**config.mk**
```make
export PLATFORM = sky130hd
export DESIGN_NAME = pagm_port
export DESIGN_NICKNAME = d
export VERILOG_FILES = /design/src/inc/pagm_pkg.sv /design/src/design/pagm_bit_cell.sv /design/src/design/pagm_port.sv
export SDC_FILE = /design/constraint.sdc
export NUM_CORES = 1
export LEC_CHECK = 0
export ABC_CLOCK_PERIOD_IN_PS = 2100
export BUFFER_PORTS_ARGS = -buffer_cell sky130_fd_sc_hd__buf_2
export CELL_PAD_IN_SITES_DETAIL_PLACEMENT = 2
export CELL_PAD_IN_SITES_GLOBAL_PLACEMENT = 2
export CORE_AREA = 4 4 85 87
export DETAILED_ROUTE_END_ITERATION = 7
export DIE_AREA = 0 0 89 91
export PLACE_DENSITY = 0.8
export SLEW_MARGIN = 30
export SYNTH_ARGS = -nofsm -noshare
export SYNTH_HDL_FRONTEND = slang
export SYNTH_SLANG_ARGS = --single-unit
export TNS_END_PERCENT = 10
```
**constraint.sdc**
```tcl
create_clock -name clk_i -period 2.1 [get_ports clk_i]
set_input_delay 0.315 -clock clk_i [delete_from_list [all_inputs] [get_ports clk_i]]
set_output_delay 0.315 -clock clk_i [all_outputs]
set_load 0.01 [all_outputs]
```
**src/inc/pagm_pkg.sv**
```systemverilog
// Constants shared by the port A pin multiplexer
package pagm_pkg;

  // ****************************************
  // Register map
  // ****************************************
  localparam logic [15:0] PAGM_DIR_ADDR = 16'hFFD1;
  localparam logic [15:0] PAGM_DATA_ADDR = 16'hFFD3;

  // ****************************************
  // Widths and reset values
  // ****************************************
  localparam int PAGM_W = 8;
  localparam int PAGM_PIN7 = 7;
  localparam logic [7:0] PAGM_DIR_RST_IO = 8'h00;
  localparam logic [7:0] PAGM_DIR_RST_ADDR = 8'h80;
  localparam logic [7:0] PAGM_DATA_RST = 8'h00;
  localparam logic [7:0] PAGM_DIR_READ = 8'hFF;
  localparam logic [7:0] PAGM_UNMAPPED = 8'h00;

  // ****************************************
  // Operating modes with the address pin
  // ****************************************
  localparam logic [2:0] PAGM_MODE3 = 3'h3;
  localparam logic [2:0] PAGM_MODE4 = 3'h4;
  localparam logic [2:0] PAGM_MODE6 = 3'h6;

  // ****************************************
  // Timer channel 2 field positions
  // ****************************************
  localparam int PAGM_IO_HI = 2;
  localparam int PAGM_IO_MID = 1;
  localparam int PAGM_IO_LO = 0;

  // Function chosen for the top pin
  typedef enum logic [1:0] {
    PAGM_FN_ADDR,
    PAGM_FN_TIMER,
    PAGM_FN_PATTERN,
    PAGM_FN_PORT
  } pagm_fn_t;

endpackage

```
**src/design/pagm_bit_cell.sv**
```systemverilog
// One port bit: pin drive, enable and read-back selection
`timescale 1ns/1ns
`default_nettype none

module pagm_bit_cell (
  input wire logic dir_i,      // Direction bit, 1 drives the pin
  input wire logic out_i,      // Stored output data bit
  input wire logic pin_i,      // Sampled pin level
  input wire logic alt_i,      // Peripheral owns the pin
  input wire logic alt_d_i,    // Peripheral drive value
  input wire logic alt_oe_i,   // Peripheral drive enable
  output logic drive_o,        // Value for the pin
  output logic oe_o,           // Enable for the pin
  output logic rd_o            // Value seen by a port read
);

  // ****************************************
  // Drive and read-back
  // ****************************************
  // Plain I/O follows the direction bit; a peripheral overrides
  always_comb begin
    if (alt_i) begin
      drive_o = alt_d_i;
      oe_o = alt_oe_i;
    end else begin
      drive_o = out_i;
      oe_o = dir_i;
    end
    // output bit when direction is 1
    // pin level when direction is 0
    rd_o = dir_i ? out_i : pin_i;
  end

endmodule

`default_nettype wire

```
**src/design/pagm_port.sv**
```systemverilog
// Port A: registers, read path and top pin function select
`timescale 1ns/1ns
`default_nettype none

// Operation
// - Direction bit 1 drives, 0 inputs
// - Direction register reads back all ones
// - Modes 1,2,5,7 reset direction to zero
// - Modes 3,4,6 reset direction to 80
// - Modes 3,4,6 pin 7 fixed address output
// - Software standby keeps both registers
// - Driven pins hold state in software standby
// - Eight bit data register drives outputs
// - Read returns data bit when output
// - Read returns pin level when input
// - Reset clears data register in all modes
// - After reset all inputs except address
// - Pin 7 function follows timer settings
// - Field 001/01x timer, else setting two
// - Capture input from pin 7 when enabled
module pagm_port
  import pagm_pkg::*;
(
  input wire logic clk_i,                 // System clock
  input wire logic nrst_i,                // Sync reset, active low
  input wire logic hw_standby_i,          // Hardware standby
  input wire logic sw_standby_i,          // Software standby
  input wire logic [2:0] mode_i,          // Operating mode pins
  // Register port
  input wire logic [15:0] addr_i,         // Register address
  input wire logic [7:0] wdata_i,         // Write data
  input wire logic wr_i,                  // Write strobe
  input wire logic rd_i,                  // Read strobe
  output logic [7:0] rdata_o,             // Read data, next cycle
  // Timer channel 2 and pattern controls
  input wire logic timer_ch2_pulse_select_i,
  input wire logic [2:0] ch2_b_io_ctrl_i, // Pin 7 timer field
  input wire logic timer_ch2_b_pin_d_i,   // Timer compare output
  input wire logic pattern_out_enable_7_i,
  input wire logic pattern_out_7_i,       // Pattern data for pin 7
  input wire logic addr_bit_20_i,         // Address bit from bus
  output logic timer_ch2_b_pin_cap_o,     // Capture input to timer
  // Pins
  input wire logic [7:0] pin_i,           // Pin levels
  output logic [7:0] pin_o,               // Pin drive values
  output logic [7:0] pin_oe_o             // Pin drive enables
);

  // ****************************************
  // Mode decode
  // ****************************************
  // True in the modes where pin 7 carries the address
  function automatic logic addr_mode(input logic [2:0] m);
    addr_mode = (m == PAGM_MODE3) || (m == PAGM_MODE4) ||
                (m == PAGM_MODE6);
  endfunction

  // Timer field asks for compare output on pin 7
  function automatic logic timer_owns(input logic [2:0] f);
    timer_owns = !f[PAGM_IO_HI] && (f[PAGM_IO_MID] || f[PAGM_IO_LO]);
  endfunction

  logic addr_md;              // Pin 7 reserved for address
  logic load_rst;             // Reset or hardware standby
  logic wr_ok;                // Writes allowed this cycle
  logic dir_hit;              // Address hits direction register
  logic data_hit;             // Address hits data register

  assign addr_md = addr_mode(mode_i);
  assign load_rst = !nrst_i || hw_standby_i;
  // Registers frozen in software standby
  assign wr_ok = wr_i && !sw_standby_i;
  assign dir_hit = (addr_i == PAGM_DIR_ADDR);
  assign data_hit = (addr_i == PAGM_DATA_ADDR);

  // ****************************************
  // Direction and data registers
  // ****************************************
  logic [7:0] dir_reg;        // Direction, write only
  logic [7:0] dir_next;
  logic [7:0] out_reg;        // Output data
  logic [7:0] out_next;

  // Next state of both registers
  always_comb begin
    dir_next = dir_reg;
    out_next = out_reg;
    if (load_rst) begin
      dir_next = addr_md ? PAGM_DIR_RST_ADDR : PAGM_DIR_RST_IO;
      out_next = PAGM_DATA_RST;
    end else begin
      if (wr_ok && dir_hit) begin
        dir_next = wdata_i;
      end
      if (wr_ok && data_hit) begin
        out_next = wdata_i;
      end
      // bit 7 pinned high in address modes
      if (addr_md) begin
        dir_next[PAGM_PIN7] = 1'b1;
      end
    end
  end

  // Register stage, reset folded in above
  always_ff @(posedge clk_i) begin
    dir_reg <= dir_next;
    out_reg <= out_next;
  end

  // ****************************************
  // Pin 7 function select
  // ****************************************
  pagm_fn_t fn7;              // Current pin 7 function
  logic alt7;                 // Pin 7 owned by a peripheral
  logic alt7_d;               // Its drive value
  logic alt7_oe;              // Its drive enable

  // Address first, then timer, then pattern, then port
  always_comb begin
    if (addr_md) begin
      fn7 = PAGM_FN_ADDR;
    // field 001 or 01x picks timer
    end else if (timer_owns(ch2_b_io_ctrl_i)) begin
      fn7 = PAGM_FN_TIMER;
    end else if (dir_reg[PAGM_PIN7] && pattern_out_enable_7_i) begin
      fn7 = PAGM_FN_PATTERN;
    end else begin
      fn7 = PAGM_FN_PORT;
    end
  end

  // Drive seen by the bit cell for pin 7
  always_comb begin
    case (fn7)
      PAGM_FN_ADDR: begin
        alt7 = 1'b1;
        alt7_d = addr_bit_20_i;
        alt7_oe = 1'b1;
      end
      PAGM_FN_TIMER: begin
        alt7 = 1'b1;
        alt7_d = timer_ch2_b_pin_d_i;
        alt7_oe = 1'b1;
      end
      PAGM_FN_PATTERN: begin
        alt7 = 1'b1;
        alt7_d = pattern_out_7_i;
        alt7_oe = 1'b1;
      end
      PAGM_FN_PORT: begin
        alt7 = 1'b0;
        alt7_d = 1'b0;
        alt7_oe = 1'b0;
      end
      default: begin
        alt7 = 1'b0;
        alt7_d = 1'b0;
        alt7_oe = 1'b0;
      end
    endcase
  end

  // capture path regardless of pin use
  assign timer_ch2_b_pin_cap_o = ch2_b_io_ctrl_i[PAGM_IO_HI] &&
                                 !timer_ch2_pulse_select_i &&
                                 pin_i[PAGM_PIN7];

  // ****************************************
  // Per-bit cells
  // ****************************************
  logic [7:0] alt_v;          // Peripheral ownership per bit
  logic [7:0] alt_d_v;        // Peripheral data per bit
  logic [7:0] alt_oe_v;       // Peripheral enable per bit
  logic [7:0] drv_v;          // Cell drive values
  logic [7:0] oe_v;           // Cell drive enables
  logic [7:0] rd_v;           // Cell read-back values

  // Only pin 7 has a modelled peripheral; others are plain I/O
  assign alt_v = {alt7, 7'h00};
  assign alt_d_v = {alt7_d, 7'h00};
  assign alt_oe_v = {alt7_oe, 7'h00};

  genvar gi;
  generate
    for (gi = 0; gi < PAGM_W; gi++) begin : g_bit
      pagm_bit_cell u_cell (
        .dir_i(dir_reg[gi]),
        .out_i(out_reg[gi]),
        .pin_i(pin_i[gi]),
        .alt_i(alt_v[gi]),
        .alt_d_i(alt_d_v[gi]),
        .alt_oe_i(alt_oe_v[gi]),
        .drive_o(drv_v[gi]),
        .oe_o(oe_v[gi]),
        .rd_o(rd_v[gi])
      );
    end
  endgenerate

  // ****************************************
  // Pin output stage
  // ****************************************
  logic [7:0] pin_reg;        // Registered pin values
  logic [7:0] pin_next;
  logic [7:0] pin_oe_reg;     // Registered enables
  logic [7:0] pin_oe_next;

  // Freeze the pins in software standby so outputs hold
  always_comb begin
    pin_next = pin_reg;
    pin_oe_next = pin_oe_reg;
    if (!nrst_i) begin
      // Reset: no drive, reset values load one cycle later
      pin_next = 8'h00;
      pin_oe_next = 8'h00;
    end else if (!sw_standby_i) begin
      pin_next = drv_v;
      pin_oe_next = oe_v;
    end
  end

  // Output registers, one cycle behind the cells
  always_ff @(posedge clk_i) begin
    pin_reg <= pin_next;
    pin_oe_reg <= pin_oe_next;
  end

  assign pin_o = pin_reg;
  assign pin_oe_o = pin_oe_reg;

  // ****************************************
  // Read path
  // ****************************************
  logic [7:0] rdata_reg;      // Read data, one cycle after strobe
  logic [7:0] rdata_next;

  // Strobe cycle picks the value; it stands one cycle only
  always_comb begin
    rdata_next = 8'h00;
    if (!nrst_i) begin
      rdata_next = 8'h00;
    end else if (rd_i) begin
      if (dir_hit) begin
        rdata_next = PAGM_DIR_READ;
      end else if (data_hit) begin
        rdata_next = rd_v;
      end else begin
        rdata_next = PAGM_UNMAPPED;
      end
    end
  end

  // Read data register
  always_ff @(posedge clk_i) begin
    rdata_reg <= rdata_next;
  end

  assign rdata_o = rdata_reg;

endmodule

`default_nettype wire

```
==> flow_summary.ini <==
[finish]
fin_util_pct = 35.9
final_cell_mix = buf_2, dfxtp_1, nor2b_1, a21oi_1, mux2i_1
antennaDiodeCount = 0
mostFrequentLayoutCell = buf_2
syn2layout_area_growth_pct = 32.2
drive_gt1_share_pct = 41.0
final_cells = 321
nNetsFinal = 292

[routing]
drc = 0
dr.pass1.iters = 4
drt_wl_total_mm = 5.49
wl_per_cell_um = 17.1
routed_via_density = 4.76
first_iter_violations = 41
ant_nets = 0
vias = 1529

[pwr]
totalPowerFinal_w = 0.00152
ir_drop_mv = 0.251
power.density_nw_per_um2 = 669
leakage_nw = 1.01

[sta]
maxSlewHeadroom_pct = 71.9
period_needed_ns = 1.53
final_hold_viol_count = 0
period_share_pct = 72.9
tns_ns = 0
worstMarginPinSlew_ns = 0.419
worst_clock_skew_ns = 0.00610
slew_violations = 0
max_freq_ghz = 0.654
grt_setup_unrepaired = false
setup_ws_ns = 0.570
finalSetupViolations = 0

[clock_network]
cts-root-buf = clkbuf_8
cts.sinks = 40
worstSkewPairLatency_ns = 0.29
cts_buffers = 5
ctsResizeCount = 0
ctsHoldBuffers = 0
postCtsSetupBuffers = 0
cts_max_level = 2
clockBufferDepth = 2
cts_tree = built
cts.clk_slew.worst_paths_ns = 0.08

[global_route]
antenna_found_initial = 0
globalRouteOverflowTotal = 0
grt_pass1_wl_mm = 8.70
grt_pass1_vias = 1679
grtUsageTotal_pct = 14.0
grt_max_degree = 19

[synthesis]
ys_seq_area_share_pct = 51.1
synth_ff_type = dfxtp_1
synth_warnings = 0
synth.distinct_cells = 29
synth_area_sq_um = 1720
avgSynthCellArea_sq_um = 10.4
async_flop_share_pct = 0
ys_ff_latch = 40
synth_edf_count = 8
netlist_instances = 165
syn-num-nets = 214

[setup_path]
reg2reg_slack_ns = 0.99
critPathArrivalTime_ns = 1.70
cp-start-kind = input pin
setup.worst_path.end_class = flop
critPathMaxFanout = 8
cp.required_ns = 2.27
crit_type = in2reg

[min_path]
hold_class = in2reg

[floorplanning]
core_area_sq_um = 6350
start_util_pct = 27.1
die_height_um = 91
fp.dieArea_sq_um = 8100
io_pins = 74
dieWidth_um = 89
fp-row-count = 29

[placement]
port_buffers = 73
dp_cells = 313
place.gp.congestion = 0.718
hpwl_mm = 4.40
dp_slack_ns = 0.262

[status]
status = complete, no violations

[job]
drv_cap = 0
## metal layers
metal,share of wire [%],vias to the layer above,GRT usage [%]
met5,0,-,0
met4,1.2,0,3.72
met3,4.5,7,3.08
met2,54,40,25.5
met1,41,744,16.1
li1,-,738,-
## per-stage QoR
step	hold slack (ns)	cell area, sq um
floorplan	0.443	1720
global placement	0.470	2190
detailed placement	0.478	2190
CTS	0.289	2280
global route	0.303	2280
finish	0.294	2280
## synth_stat cells, types with 2 or more instances
cell type | count | share of area, %
a21oi_1 | 16 | 4.6
a31oi_1 | 2 | 0.73
and2_1 | 7 | 2.5
buf_2 | 3 | 0.87
clkbuf_1 | 3 | 0.65
dfxtp_1 | 32 | 37
edfxtp_1 | 8 | 14
inv_1 | 2 | 0.44
mux2_2 | 9 | 5.9
mux2i_1 | 14 | 8.1
nand2_1 | 10 | 2.2
nand3_1 | 10 | 2.9
nand4_2 | 2 | 1.5
nor2_1 | 11 | 2.4
nor2b_1 | 16 | 5.8
o21ai_1 | 7 | 2.0
## logic make-up after synthesis
kind of cell	after synthesis	share of synthesized area, %
and+or+nand+nor	63	22.8
muxes	23	14.0
AOI/OAI and AO/OA	30	9.66
DFF	40	51.1
buffers and inverters	9	2.40
## cell type report
cell class | count | area (sq um)
clock buffer | 8 | 90.1
fill | 714 | 4070
inverter | 2 | 7.51
multi-input combinational | 116 | 801
sequential | 40 | 881
tap | 77 | 96.3
timing repair buffer | 78 | 403
## power by group
group	switching (W)	internal [W]	total, W
combinational	0.0000870	0.0000874	0.000174
clock	0.000258	0.000268	0.000526
sequential	0.0000163	0.000809	0.000825
total	0.000361	0.00116	0.00152
## worst paths after layout
check,start,end,cells past startpoint
hold / removal,wdata_i[4],out_reg[4],3
setup reg to reg,dir_reg[7],rdata_o[7],3
hold reg to reg,out_reg[7],out_reg[7],2
setup / recovery,addr_i[2],out_reg[1],5
## critical path: stages
cell and delay, ns:
buf_2 0.10, nand4bb_4 0.25, or4_1 0.71, o21ai_1 0.23, a21oi_1 0.09
No activity file was read; power rests on OpenSTA's default activity.
